## src/logic/aep_pkg.sv

```systemverilog
/*
 package of the absolute-encoder position block: register map, fields,
 reset values, usage-mode enum and the encoder sample carrier.
 assumes one pclk domain; encoder samples come from a receiver on pclk.
*/
// How it works
// RULE1 - keep 16-bit signed revolution count
// RULE2 - single-turn resolution 17 or 24 bits
// RULE3 - usage mode 0 incremental, 1 absolute
// RULE4 - incremental: no battery, re-home every power-up
// RULE5 - absolute: turns retained, home once; code also requires homing after every reset
// RULE6 - absolute: beyond 32767 turns flags overflow
// RULE7 - absolute: first battery power raises loss fault
// RULE8 - mechanical position = encoder minus zero offset
// RULE9 - incremental homing zeroes encoder position
// RULE10 - absolute homing keeps encoder position
// RULE11 - segment targets are mechanical positions
// RULE12 - low battery voltage raises its fault
// RULE13 - encoder type 0..12, stopped, after reset
// RULE14 - zero offset readable as two words
// RULE15 - mask bit0 alarm, bit1 failure suppress
// RULE16 - overflow checked each update, latched till cleared
`default_nettype none
package aep_pkg;
    localparam logic [7:0] ADDR_TYPE = 8'h00;
    localparam logic [7:0] ADDR_MODE = 8'h04;
    localparam logic [7:0] ADDR_ZLO  = 8'h08;
    localparam logic [7:0] ADDR_ZHI  = 8'h0c;
    localparam logic [7:0] ADDR_MASK = 8'h10;
    localparam logic [7:0] ADDR_MECH = 8'h14;
    localparam logic [7:0] ADDR_STAT = 8'h18;
    localparam logic [7:0] ADDR_IRQM = 8'h1c;
    localparam logic [7:0] ADDR_CTRL = 8'h20;
    localparam logic [7:0] ADDR_ELO  = 8'h24;
    localparam logic [7:0] ADDR_EHI  = 8'h28;

    localparam logic [15:0] TYPE_RST  = 16'h0000;
    localparam logic [15:0] TYPE_MAX  = 16'h000c;
    localparam logic [15:0] TYPE_RES24 = 16'h0002;
    localparam logic [3:0]  IRQM_RST  = 4'h0;
    localparam logic [15:0] TURN_BEYOND = 16'h8000;

    localparam int ST_OVF  = 0;
    localparam int ST_LOSS = 1;
    localparam int ST_VLOW = 2;
    localparam int ST_HOME = 3;
    localparam int CTRL_APPLY = 0;
    localparam int CTRL_CLR   = 1;
    localparam int MASK_ALARM = 0;
    localparam int MASK_FAIL  = 1;

    typedef enum logic {
        AEP_INCR,
        AEP_ABS
    } aep_mode_e;

    typedef struct packed {
        logic        valid;
        logic        bat_first;
        logic        bat_low;
        logic [15:0] turns;
        logic [23:0] single;
    } aep_sample_s;
endpackage : aep_pkg
`default_nettype wire

```

## src/logic/aep_position.sv

```systemverilog
/*
 absolute-encoder position bookkeeping with an APB register slave.
 assumes samples, homing strobe and stopped flag come from pclk logic;
 the battery mask strap is a pin and is synchronised.
*/
`timescale 1ns/10ps
`default_nettype none
module aep_position (
    // clock and reset
    input  wire logic               pclk,
    input  wire logic               presetn,
    // apb slave
    input  wire logic               psel,
    input  wire logic               penable,
    input  wire logic               pwrite,
    input  wire logic [7:0]         paddr,
    input  wire logic [31:0]        pwdata,
    output logic                    pready,
    output logic [31:0]             prdata,
    output logic                    pslverr,
    // encoder side
    input  wire aep_pkg::aep_sample_s sample,
    input  wire logic [1:0]         mask_strap,
    // motion side
    input  wire logic               home_done,
    input  wire logic               stopped,
    input  wire logic [31:0]        seg_target,
    output logic [63:0]             seg_target_enc,
    output logic [31:0]             mech_pos,
    output logic                    abs_mode,
    output logic [15:0]             enc_type_active,
    output logic                    homing_required,
    // faults and interrupt
    output logic                    overflow_fault,
    output logic                    battery_power_loss_fault,
    output logic                    battery_voltage_low_fault,
    output logic                    irq
);
    function automatic logic mapped(input logic [7:0] a);
        mapped = (a <= aep_pkg::ADDR_EHI) && (a[1:0] == 2'b00);
    endfunction : mapped

    function automatic logic [63:0] raw_pos(input logic [15:0] t,
                                            input logic [23:0] s,
                                            input logic        r24);
        raw_pos = r24 ? {{24{t[15]}}, t, s}
                      : {{31{t[15]}}, t, s[16:0]};
    endfunction : raw_pos

    logic [15:0] type_reg;
    logic [3:0]  irqm_reg;
    logic [3:0]  stat_reg;
    logic [3:0]  stat_next;
    logic [1:0]  mask_s1_reg;
    logic [1:0]  mask_reg;
    logic [63:0] raw_reg;
    logic [63:0] base_reg;
    logic [63:0] enc_reg;
    logic [63:0] off_reg;
    logic [63:0] raw_now;
    logic [63:0] enc_now;
    logic [63:0] mech64;
    logic        wr_acc;
    logic        rd_acc;
    logic        res24;
    logic        ovf_hit;
    logic        loss_hit;
    logic        vlow_hit;
    logic        clr_wr;
    logic [31:0] rd_mux;

    // apb: setup sampled, answer in first access cycle
    assign wr_acc = psel & penable & pready & pwrite;
    assign rd_acc = psel & penable & pready & ~pwrite;
    assign clr_wr = wr_acc && paddr == aep_pkg::ADDR_CTRL
                    && pwdata[aep_pkg::CTRL_CLR];

    always_ff @(posedge pclk or negedge presetn) begin
        if (!presetn) begin
            pready  <= 1'b0;
            pslverr <= 1'b0;
            prdata  <= 32'h0000_0000;
        end else begin
            pready  <= psel & ~penable;
            pslverr <= psel & ~penable & ~mapped(paddr);
            if (psel & ~penable) begin
                prdata <= pwrite ? 32'h0000_0000 : rd_mux;
            end
        end
    end

    always_comb begin
        rd_mux = 32'h0000_0000;
        unique case (paddr)
            aep_pkg::ADDR_TYPE: rd_mux = {16'h0000, type_reg};
            aep_pkg::ADDR_MODE: rd_mux = {31'h0, abs_mode};
            aep_pkg::ADDR_ZLO:  rd_mux = off_reg[31:0]; // RULE14
            aep_pkg::ADDR_ZHI:  rd_mux = off_reg[63:32]; // RULE14
            aep_pkg::ADDR_MASK: rd_mux = {30'h0, mask_reg};
            aep_pkg::ADDR_MECH: rd_mux = mech_pos;
            aep_pkg::ADDR_STAT: rd_mux = {28'h0, stat_reg};
            aep_pkg::ADDR_IRQM: rd_mux = {28'h0, irqm_reg};
            aep_pkg::ADDR_ELO:  rd_mux = enc_reg[31:0];
            aep_pkg::ADDR_EHI:  rd_mux = enc_reg[63:32];
            default:            rd_mux = 32'h0000_0000;
        endcase
    end

    // type only while stopped and in range
    always_ff @(posedge pclk or negedge presetn) begin
        if (!presetn) begin
            type_reg <= aep_pkg::TYPE_RST;
        end else if (wr_acc && paddr == aep_pkg::ADDR_TYPE && stopped
                     && pwdata[15:0] <= aep_pkg::TYPE_MAX) begin
            // out-of-range codes dropped so the decode never sees them
            type_reg <= pwdata[15:0]; // RULE13
        end
    end

    // new type waits for the soft reset strobe
    always_ff @(posedge pclk or negedge presetn) begin
        if (!presetn) begin
            enc_type_active <= aep_pkg::TYPE_RST;
        end else if (wr_acc && paddr == aep_pkg::ADDR_CTRL
                     && pwdata[aep_pkg::CTRL_APPLY] && stopped) begin
            enc_type_active <= type_reg; // RULE13
        end
    end

    // usage mode switches at once, even while moving
    always_ff @(posedge pclk or negedge presetn) begin
        if (!presetn) begin
            abs_mode <= 1'b0;
        end else if (wr_acc && paddr == aep_pkg::ADDR_MODE) begin
            abs_mode <= pwdata[0]; // RULE3
        end
    end

    always_ff @(posedge pclk or negedge presetn) begin
        if (!presetn) begin
            irqm_reg <= aep_pkg::IRQM_RST;
        end else if (wr_acc && paddr == aep_pkg::ADDR_IRQM) begin
            irqm_reg <= pwdata[3:0];
        end
    end

    // strap pin crossing
    always_ff @(posedge pclk or negedge presetn) begin
        if (!presetn) begin
            mask_s1_reg <= 2'b00;
            mask_reg    <= 2'b00;
        end else begin
            mask_s1_reg <= mask_strap;
            mask_reg    <= mask_s1_reg;
        end
    end

    assign res24   = (enc_type_active == aep_pkg::TYPE_RES24); // RULE2
    assign raw_now = raw_pos(sample.turns, sample.single, res24); // RULE1
    assign enc_now = abs_mode ? raw_now : raw_now - base_reg;
    // incremental mode ignores battery and turn limits
    assign ovf_hit = sample.valid && abs_mode
                     && sample.turns == aep_pkg::TURN_BEYOND; // RULE6 RULE16
    assign loss_hit = sample.valid && abs_mode && sample.bat_first
                      && !mask_reg[aep_pkg::MASK_FAIL]; // RULE7 RULE15 RULE4
    assign vlow_hit = sample.valid && abs_mode && sample.bat_low
                      && !mask_reg[aep_pkg::MASK_ALARM]; // RULE12 RULE15
    assign mech64 = enc_reg - off_reg; // RULE8

    // position tracking and homing
    always_ff @(posedge pclk or negedge presetn) begin
        if (!presetn) begin
            raw_reg   <= 64'h0;
            base_reg  <= 64'h0;
            enc_reg   <= 64'h0;
            off_reg   <= 64'h0;
        end else if (home_done) begin
            if (abs_mode) begin
                off_reg <= enc_reg; // RULE10 RULE8
            end else begin
                base_reg <= raw_reg;
                enc_reg  <= 64'h0; // RULE9
                off_reg  <= 64'h0; // RULE9
            end
        end else if (sample.valid) begin
            raw_reg   <= raw_now; // RULE1
            enc_reg   <= enc_now;
        end
    end

    always_ff @(posedge pclk or negedge presetn) begin
        if (!presetn) begin
            mech_pos       <= 32'h0000_0000;
            seg_target_enc <= 64'h0;
        end else begin
            mech_pos       <= mech64[31:0]; // RULE8
            seg_target_enc <= {{32{seg_target[31]}}, seg_target}
                              + off_reg; // RULE11
        end
    end

    // both modes re-home after power-up; absolute also after loss
    always_ff @(posedge pclk or negedge presetn) begin
        if (!presetn) begin
            homing_required <= 1'b1;
        end else if (loss_hit || (!abs_mode && sample.valid
                     && homing_required)) begin
            homing_required <= 1'b1; // RULE5
        end else if (home_done) begin
            homing_required <= 1'b0; // RULE4 RULE5
        end
    end

    // latched faults: set wins over clear
    always_ff @(posedge pclk or negedge presetn) begin
        if (!presetn) begin
            overflow_fault <= 1'b0;
        end else begin
            overflow_fault <= ovf_hit | (overflow_fault & ~clr_wr); // RULE16
        end
    end

    always_ff @(posedge pclk or negedge presetn) begin
        if (!presetn) begin
            battery_power_loss_fault <= 1'b0;
        end else begin
            battery_power_loss_fault <= loss_hit | (battery_power_loss_fault & ~clr_wr); // RULE7
        end
    end

    always_ff @(posedge pclk or negedge presetn) begin
        if (!presetn) begin
            battery_voltage_low_fault <= 1'b0;
        end else begin
            battery_voltage_low_fault <= vlow_hit | (battery_voltage_low_fault & ~clr_wr); // RULE12
        end
    end

    // sticky status, cleared by reading it
    always_comb begin
        stat_next = stat_reg;
        // clear only what the read showed, so an event in between survives
        if (rd_acc && paddr == aep_pkg::ADDR_STAT) begin
            stat_next = stat_reg & ~prdata[3:0];
        end
        stat_next[aep_pkg::ST_OVF]  = stat_next[aep_pkg::ST_OVF] | ovf_hit;
        stat_next[aep_pkg::ST_LOSS] = stat_next[aep_pkg::ST_LOSS] | loss_hit;
        stat_next[aep_pkg::ST_VLOW] = stat_next[aep_pkg::ST_VLOW] | vlow_hit;
        stat_next[aep_pkg::ST_HOME] = stat_next[aep_pkg::ST_HOME] | home_done;
    end

    always_ff @(posedge pclk or negedge presetn) begin
        if (!presetn) begin
            stat_reg <= 4'h0;
            irq      <= 1'b0;
        end else begin
            stat_reg <= stat_next;
            irq      <= |(stat_next & irqm_reg);
        end
    end

    // bus and register checks
    AST_APB_RDY: assert property (
        @(posedge pclk) disable iff (!presetn)
        psel && !penable |=> pready)
        else $error("access cycle without ready");

    AST_APB_ONE: assert property (
        @(posedge pclk) disable iff (!presetn)
        pready |=> !pready)
        else $error("ready held beyond one cycle");

    AST_SLVERR: assert property (
        @(posedge pclk) disable iff (!presetn)
        pslverr |-> pready)
        else $error("error response without ready");

    AST_MODE_NOW: assert property ( // RULE3
        @(posedge pclk) disable iff (!presetn)
        wr_acc && paddr == aep_pkg::ADDR_MODE |=> abs_mode == $past(pwdata[0]))
        else $error("usage mode not applied at once");

    AST_TYPE_RUN: assert property ( // RULE13
        @(posedge pclk) disable iff (!presetn)
        !stopped |=> $stable(type_reg))
        else $error("encoder type changed while running");

    AST_TYPE_ACT: assert property ( // RULE13
        @(posedge pclk) disable iff (!presetn)
        !(wr_acc && paddr == aep_pkg::ADDR_CTRL) |=> $stable(enc_type_active))
        else $error("active type changed without apply");

    // position checks
    AST_INC_HOME: assert property ( // RULE9
        @(posedge pclk) disable iff (!presetn)
        home_done && !abs_mode |=> enc_reg == 64'h0 && off_reg == 64'h0
        ##1 mech_pos == 32'h0000_0000)
        else $error("incremental homing did not zero");

    AST_ABS_HOME: assert property ( // RULE10
        @(posedge pclk) disable iff (!presetn)
        home_done && abs_mode |=> off_reg == $past(enc_reg)
        && enc_reg == $past(enc_reg))
        else $error("absolute homing altered position");

    AST_MECH: assert property ( // RULE8
        @(posedge pclk) disable iff (!presetn)
        ##1 mech_pos == $past(enc_reg[31:0]) - $past(off_reg[31:0]))
        else $error("mechanical position wrong");

    AST_SEG: assert property ( // RULE11
        @(posedge pclk) disable iff (!presetn)
        1'b1 |=> seg_target_enc == {{32{$past(seg_target[31])}}, $past(seg_target)}
        + $past(off_reg))
        else $error("segment target not offset");

    // fault and status checks
    AST_OVF_SET: assert property ( // RULE6
        @(posedge pclk) disable iff (!presetn)
        sample.valid && abs_mode && sample.turns == aep_pkg::TURN_BEYOND
        |=> overflow_fault && stat_reg[aep_pkg::ST_OVF])
        else $error("overflow not flagged");

    AST_OVF_HOLD: assert property ( // RULE16
        @(posedge pclk) disable iff (!presetn)
        overflow_fault && !clr_wr |=> overflow_fault)
        else $error("overflow fault dropped");

    AST_LOSS: assert property ( // RULE7
        @(posedge pclk) disable iff (!presetn)
        sample.valid && abs_mode && sample.bat_first
        && !mask_reg[aep_pkg::MASK_FAIL] |=> battery_power_loss_fault)
        else $error("battery loss not raised");

    AST_HOME_LOSS: assert property ( // RULE5
        @(posedge pclk) disable iff (!presetn)
        loss_hit |=> homing_required)
        else $error("battery loss did not request homing");

    AST_VLOW: assert property ( // RULE12
        @(posedge pclk) disable iff (!presetn)
        sample.valid && abs_mode && sample.bat_low
        && !mask_reg[aep_pkg::MASK_ALARM] |=> battery_voltage_low_fault)
        else $error("battery low not raised");

    AST_MASKED: assert property ( // RULE15
        @(posedge pclk) disable iff (!presetn)
        !battery_voltage_low_fault && mask_reg[aep_pkg::MASK_ALARM]
        |=> !battery_voltage_low_fault)
        else $error("masked battery alarm raised");

    AST_INC_QUIET: assert property ( // RULE4
        @(posedge pclk) disable iff (!presetn)
        !abs_mode && !battery_power_loss_fault
        |=> !battery_power_loss_fault)
        else $error("battery loss raised in incremental mode");

    AST_STAT_CLR: assert property (
        @(posedge pclk) disable iff (!presetn)
        rd_acc && paddr == aep_pkg::ADDR_STAT && prdata[aep_pkg::ST_OVF] && !ovf_hit
        |=> !stat_reg[aep_pkg::ST_OVF])
        else $error("status bit not cleared by read");

    AST_IRQ: assert property (
        @(posedge pclk) disable iff (!presetn)
        1'b1 |=> irq == |(stat_reg & $past(irqm_reg)))
        else $error("interrupt level wrong");

    // main scenarios
    CV_INC_HOME: cover property (@(posedge pclk) disable iff (!presetn)
        home_done && !abs_mode);
    CV_ABS_HOME: cover property (@(posedge pclk) disable iff (!presetn)
        home_done && abs_mode);
    CV_OVF: cover property (@(posedge pclk) disable iff (!presetn)
        ovf_hit ##[1:20] clr_wr);
    CV_LOSS: cover property (@(posedge pclk) disable iff (!presetn)
        loss_hit ##1 homing_required);
    CV_STAT_RD: cover property (@(posedge pclk) disable iff (!presetn)
        irq ##1 rd_acc && paddr == aep_pkg::ADDR_STAT);
endmodule : aep_position
`default_nettype wire

```

## config.mk

```make
export PLATFORM = sky130hd
export DESIGN_NAME = aep_position
export DESIGN_NICKNAME = d
export VERILOG_FILES = /design/src/logic/aep_pkg.sv /design/src/logic/aep_position.sv
export SDC_FILE = /design/constraint.sdc
export NUM_CORES = 1
export LEC_CHECK = 0
export BUFFER_PORTS_ARGS = -buffer_cell sky130_fd_sc_hd__buf_2
export CAP_MARGIN = 5
export CORE_MARGIN = 2
export CORE_UTILIZATION = 30
export DETAILED_ROUTE_END_ITERATION = 16
export GPL_ROUTABILITY_DRIVEN = 0
export PLACE_DENSITY = 0.47
export SLEW_MARGIN = 30
export SYNTH_ARGS = -nofsm -noshare
export SYNTH_HDL_FRONTEND = slang
export SYNTH_SLANG_ARGS = --single-unit
```

## constraint.sdc

```tcl
create_clock -name pclk -period 13 [get_ports pclk]
set_clock_uncertainty 0.1 [all_clocks]
set_input_delay 1.95 -clock pclk [delete_from_list [all_inputs] [get_ports pclk]]
set_output_delay 1.95 -clock pclk [all_outputs]
set_load 0.02 [all_outputs]
```

== Yosys cells after proc, flatten, opt, wreduce, memory -nomap -nowiden ==
Index checks and enable logic that the tools add are counted.
Cells by class
  $lt $le $gt $ge: 2
  muxes and demuxes: 10
  add/sub/neg operators: 3
  reduce and logical (&&, ||, !) cells: 30
  eq/ne operators: 12
  bitwise gates (word level): 25
Operators by type and width (number)
  case mux 32 bit (10 select lines): 1
  2-to-1 mux 64 bit: 4
  adder 64 bit: 1
  subtractor 40 x 40 -> 41 bit: 1
  2-to-1 mux 39 bit: 1
  == test 8 x 5 -> 1 bit (second input constant): 4
  2-to-1 mux 32 bit: 1
  subtractor 32 bit: 1
  == test 8 x 6 -> 1 bit (second input constant): 3
  logical AND 1 bit: 19
  == test 16 bit (second input constant): 1
  == test 16 x 2 -> 1 bit (second input constant): 1
  == test 8 x 4 -> 1 bit (second input constant): 2
  <= comparator 16 x 4 -> 1 bit (second input constant): 1
  bitwise AND 1 bit: 9
  bitwise AND 4 bit: 2
  == test 8 x 3 -> 1 bit (second input constant): 1
  <= comparator 8 x 6 -> 1 bit (second input constant): 1
  zero test 8 bit: 1
  bitwise OR 1 bit: 7
  NOT 1 bit: 6
  2-to-1 mux 4 bit: 1
  NOT 4 bit: 1
  AND reduction 2 bit: 2
  6 further kinds: 10
Word-level totals
  flip-flop bits (word level): 388
  output and inout bits: 152
  bits of input ports: 124

== Depth between registers and ports, before layout ==
Gate-level depths: netlist (run 1).
  depth after elaboration: 8
  depth in mapped cells: 18
  depth with buffers taken out: 15

== Worst setup path after synthesis (run 1) ==
No wires, ideal clock.
  path type: in2reg
  from: in seg_target[0]
  to: reg seg_target_enc[62]
  setup slack: 7.871 ns
  stages on the path: 13
  arrival time: 4.935 ns
  buffers on the path: 0
  cell sequence: ha_1 -> inv_1 -> fa_1 -> and2b_1 -> o211ai_1 -> a2111oi_2 -> nor3_2 -> o311a_1 -> a211oi_2 -> nor3_1 -> or4b_4 -> a211o_1 -> a221oi_2
Between the ends
  word-level cells in the longest chain between the ends: 1
RTL lines
  from (decl): line aep_position.sv:27  | input wire logic [31:0] seg_target,
  adder 64 bit: line aep_position.sv:198  | + off_reg;
  to (signal assigned): line aep_position.sv:197  | seg_target_enc <= {{32{seg_target[31]}}, seg_target}
  to (decl): line aep_position.sv:28  | output logic [63:0] seg_target_enc,
No other way between the ends.
A chain may end at the register's enable or synchronous reset.

== Worst setup path after layout (run 1) ==
Ends and elaborated chain as after synthesis.

==> results.toml, run 1 <==
[run_status]
outcome = "finished clean"

[synthesis]
synth_fa_ha_area_frac = 0.0779
synth_top_area_cell = "dfrtp_1"
syn_area_um2 = 22300
yosys_warnings = 0
avgSynthCellArea_um2 = 9.05
synth_nets = 2725
synth_edf_count = 0
syn_inst = 2464
synth_ff_type = "dfrtp_1"
synth-simple-area-share = 0.148
synth_top_family_by_area = "compound AO/OA/AOI/OAI gates"
synth-seq-area-share = 0.436
synth_cell_types = 82
muxShareOfSynthArea = 0.0162
synth_top_area_frac = 0.434
synth_compound_area_frac = 0.228
synthTopCellsByArea = "dfrtp_1 (43%), ha_1 (7.5%), nand2_1 (5.7%)"
yosys_register_bits = 388
synth-async-reset-ratio = 1.00
synth_xor_xnor_area_share = 0.0468

[clocking]
ctsResizeCount = 0
worstSkewPairLatency_ps = 600
clock_sinks = 388
cts_inserted_buffers = 48
cts_tree = "yes"
cts_setup_buffers = 0
clock-root-buffer = "clkbuf_16"
clockBufferDepth = 3
htreeDepth = 2
hold_buffers = 0
clk_pin_slew_worst_paths_ps = 60

[drt]
ant_nets = 0
drtIter0Drc = 1598
viasPerCell = 5.37
vias = 19741
drt-pass1-iter-count = 6
drc = 0
wl_per_cell_um = 21.3
wl_um = 78200

[cells_and_area]
area_delta_synth_final_pct = 17.9
final_common_cell = "dfrtp_1"
drive_above_1_share = 0.153
final_cells = 3676
fill_cells = 7466
diodes = 0
final_net_count = 2939
most-common-layout-cells = "dfrtp_1 (386), nand2_1 (340), buf_2 (257)"

[global_routing]
grt_max_degree = 154
grt_usage = 0.197
grt_pass1_vias = 18929
grt_overflow = 0
antenna_found_initial = 0
grt_pass1_wl_um = 117000

[setup_path]
r2r_slack_ps = 7900
crit_chain = "buf_2, ha_1, inv_1, fa_1, and2b_1, o211ai_1, a2111oi_2, nor3_2, o311a_1, a211oi_2, nor3_1, or4b_4, a211o_1, a221oi_2"
cp_slowest_stage_delay_ps = 530
worst_setup_path_endpoint = "seg_target_enc[62]"
crit_path_start_kind = "primary input"
rr_worst_depth = 17
crit_type = "primary input to register"
startpoint = "seg_target[0]"
crit_fanout = 3
cp-end-kind = "register"
reg2reg_from = "enc_type_active[8]"
worstPathArrival_ps = 5700
cp_slowest_cell = "or4b_4"
cp_data_required_time_ps = 13380
r2r_end = "enc_reg[62]"

[sta]
worst_slack_ps = 7680
maxSlewViolCount = 0
rsz0062_at_grt = "no"
fin_crit_sh = 0.409
fmax_mhz = 188
fin_crit_ps = 5320
finalSetupViolations = 0
max_slew_margin = 0.374
holdWs_ps = 247
worst_slew_pin_slew_ps = 928
hold_viol = 0
tns_ps = 0

[placed_design]
hpwl_um = 57500
dpl_worst_slack_ps = 7080
io_buffers = 259
placed_cells = 3586

[floorplanning]
dieArea_um2 = 76500
die_w_um = 277
die-height_um = 277
initial_utilization = 0.305
pin_count = 276
row_count = 99
coreArea_um2 = 73200

[min_path]
hp-class = "register to register"

[pwr]
ir_worst_vdd_v = 0.0000848
combPwrFrac = 0.282
clkPwrFrac = 0.337
switching_share = 0.355
internal_power_mw = 2.69
seqPwrFrac = 0.381
p_sw_mw = 1.48
leakage_nw = 12.6
power_density_nw_per_um2 = 159

[flow_run]
max_cap_viol_count = 0
[power by group through the flow]
stage,sequential (mW),clock [mW],combinational [mW]
final,1.59,1.40,1.18
after global routing,1.61,1.50,1.29
after CTS,1.59,1.45,1.18
after detailed placement,1.61,0,1.17
after global placement,1.61,0,1.16
after floorplan,1.69,0,0.639
[worst min path at each step]
stage                   startpoint           to  cells after the start
detailed placement  mask_s1_reg[0]  mask_reg[0]                      0
CTS                 mask_s1_reg[0]  mask_reg[0]                      0
floorplan           mask_s1_reg[0]  mask_reg[0]                      0
global route        mask_s1_reg[1]  mask_reg[1]                      0
global placement    mask_s1_reg[1]  mask_reg[1]                      0
finish              mask_s1_reg[0]  mask_reg[0]                      0
[per-layer routing]
layer | vias up | GRT usage | part of all wire
met5 | - | 0 | 0
met4 | 0 | 0.0504 | 0.023
met3 | 110 | 0.0378 | 0.059
met2 | 581 | 0.318 | 0.46
met1 | 9767 | 0.271 | 0.46
li1 | 9283 | - | -
[cells in the mapped netlist (all sizes together), types with 17 or more instances]
| master | instances |
|---|---|
| dfrtp | 387 |
| nand2 | 341 |
| o21ai | 215 |
| a21oi | 185 |
| inv | 159 |
| ha | 134 |
| clkbuf | 105 |
| nor2 | 105 |
| a21o | 97 |
| nand3 | 91 |
| a22oi | 79 |
| xnor2 | 78 |
| xor2 | 41 |
| nor2b | 30 |
| nand4 | 29 |
| nor3 | 26 |
| mux2 | 25 |
| o21a | 22 |
| a221oi | 21 |
| a222oi | 19 |
| o22ai | 18 |
| a31oi | 17 |
| nand2b | 17 |
[area by class of cell]
class	count	area, µm²	area share
timing repair buffer	282	1530	0.0580
clock inverter	25	334	0.0127
multi-input combinational	1798	11600	0.442
clock buffer	64	1300	0.0495
inverter	160	601	0.0229
tap	959	1200	0.0457
sequential	388	9710	0.370
[cell families after synthesis]
group / Yosys count
flops: 388
fa+ha+maj: 137
mux: 33
compound gates: 790
simple gates: 719
xor+xnor: 119
buf+inv: 278
[stage by stage]
stage | util | cell area, µm² | total power [mW]
3_5_place_dp | 0.336 | 24600 | 2.79
3_3_place_gp | 0.336 | 24600 | 2.77
4_1_cts | 0.358 | 26200 | 4.22
2_1_floorplan | - | 22300 | 2.32
6_report | 0.359 | 26300 | 4.17
5_1_grt | 0.359 | 26300 | 4.39
[critical path: cells and delay by family]
family	cells	cell delay [ps]
AND/OR/NAND/NOR	4	1040
adder cells (fa/ha/maj)	2	690
AO/OA/AOI/OAI	6	1870
buffers and inverters	2	140
Note: power is estimated with default switching activity, not from simulation.
==> run 2: changes to the inputs <==
Clock period 13 ns to 4.9 ns, I/O delays scaled along.
==> run 2 against run 1 <==
  * Sequential share of layout area down 0.28 points
  * Critical path depth up 3
  * Hold slack worse by 230 ps
  * Combinational power rose to 2.7 times the previous value
  * Non-clock buffer count up 25
  * Via count down 1.0%
  * First-iteration DRC count down 4.3%
  * Sequential cell count unchanged
  * Routed wire length down 1.1%
  * Largest cell class unchanged
  * Power rose to 2.6 times the previous value
  * Clock-buffer cell count up 4
  * Register-to-register slack worse by 7500 ps
==> results.toml, run 2 (synthesis gave the netlist of run 1 again) <==
[setup_path]
cp_slowest_cell = "a221oi_1"
r2r_end = "enc_reg[33]"
crit_path_start_kind = "register"
crit_type = "register to register"
worstPathArrival_ps = 4870
cp-end-kind = "register"
worst_setup_path_endpoint = "enc_reg[33]"
crit_chain = "nor4_1, and4_1, buf_4, buf_4, nand2_1, nand2_1, ha_1, a21oi_1, o21a_1, a21oi_1, o32ai_1, a31oi_1, a221oi_1, o211ai_1, o31ai_1, o21ai_1, o311ai_0"
r2r_slack_ps = 380
rr_worst_depth = 17
crit_fanout = 17
cp_data_required_time_ps = 5240
reg2reg_from = "enc_type_active[7]"
startpoint = "enc_type_active[7]"
cp_slowest_stage_delay_ps = 640

[run_status]
outcome = "finished clean"

[sta]
max_slew_margin = 0.366
fmax_mhz = 221
worst_slack_ps = 377
tns_ps = 0
hold_viol = 0
holdWs_ps = 16.1
rsz0062_at_grt = "no"
maxSlewViolCount = 0
fin_crit_sh = 0.923
worst_slew_pin_slew_ps = 943
finalSetupViolations = 0
fin_crit_ps = 4520

[min_path]
hp-class = "primary input to asynchronous set/reset pin"

[clocking]
hold_buffers = 0
cts_tree = "yes"
clock-root-buffer = "clkbuf_16"
clk_pin_slew_worst_paths_ps = 60
clock_sinks = 388
htreeDepth = 2
ctsResizeCount = 0
cts_inserted_buffers = 48
clockBufferDepth = 3
cts_setup_buffers = 0
worstSkewPairLatency_ps = 610

[global_routing]
grt_pass1_vias = 19185
antenna_found_initial = 1
grt_pass1_wl_um = 117000
grt_overflow = 0
grt_usage = 0.196
grt_max_degree = 128

[cells_and_area]
final_net_count = 2964
drive_above_1_share = 0.161
most-common-layout-cells = "dfrtp_1 (386), nand2_1 (340), buf_2 (257)"
area_delta_synth_final_pct = 18.8
final_common_cell = "dfrtp_1"
final_cells = 3699

[floorplanning]
initial_utilization = 0.305
die-height_um = 277
coreArea_um2 = 73200
die_w_um = 277
pin_count = 276
row_count = 99
dieArea_um2 = 76500

[drt]
drc = 0
vias = 19539
viasPerCell = 5.28
wl_um = 77400
wl_per_cell_um = 20.9
ant_nets = 0
drt-pass1-iter-count = 7
drtIter0Drc = 1530

[placed_design]
io_buffers = 259
placed_cells = 3612
hpwl_um = 58700
dpl_worst_slack_ps = 187

[pwr]
leakage_nw = 12.7
power_density_nw_per_um2 = 417
p_total_mw = 11.0
ir_worst_vdd_v = 0.000290

[flow_run]
max_cap_viol_count = 0
-- run 2: cell count changes in the layout (fill, tap and decap cells not counted), moves of 2 or more --
cell        before  now
bufinv_16        7    5
clkinvlp_4       6    3
buf_4           19   44
clkbuf_1        12    9
buf_6            3    1
buf_12           1    4
clkbuf_8         4   10
clkinv_2         9    7
-- run 2: worst min-delay path by stage --
stage / slack [ps] / cells after the start / end
detailed placement: 240 / 0 / mask_reg[1]
global route: 100 / 1 / seg_target_enc[37]
finish: 20 / 1 / seg_target_enc[41]
global placement: 230 / 0 / mask_reg[1]
floorplan: 230 / 0 / mask_reg[0]
CTS: 80 / 1 / seg_target_enc[41]
-- run 2: metal layers --
metal,up-vias,routed length [µm],part of all wire,track usage
met2,608,34700,0.45,0.310
li1,9332,-,-,-
met3,114,4690,0.061,0.0392
met5,-,0,0,0
met1,9485,35300,0.46,0.267
met4,0,2650,0.034,0.0701
-- run 2: final cells by class --
type / instances / area, µm²
clock buffer: 68 / 1400
multi-input combinational: 1798 / 11600
timing repair buffer: 307 / 1720
inverter: 160 / 601
antenna: 1 / 2.50
fill: 7472 / 46700
tap: 959 / 1200
sequential: 388 / 9710
clock inverter: 18 / 245
-- run 2: metrics by stage --
step / util / area, µm²
floorplan: - / 22300
global placement: 0.339 / 24800
detailed placement: 0.339 / 24800
CTS: 0.362 / 26500
global route: 0.362 / 26500
finish: 0.362 / 26500
-- run 2: critical path, delay by kind of cell (launching register included) --
family / cells / cell delay [ps]
compound gates: 10 / 2150
fa+ha+maj: 1 / 310
buf+inv: 2 / 440
flops: 1 / 390
simple gates: 4 / 970
-- run 2: where the power goes --
group          switching (mW)  internal, mW  leakage (nW)
clock                    1.46          2.25         0.803
sequential              0.459          3.74          4.81
combinational            1.97          1.17          7.10
total                    3.89          7.16          12.7
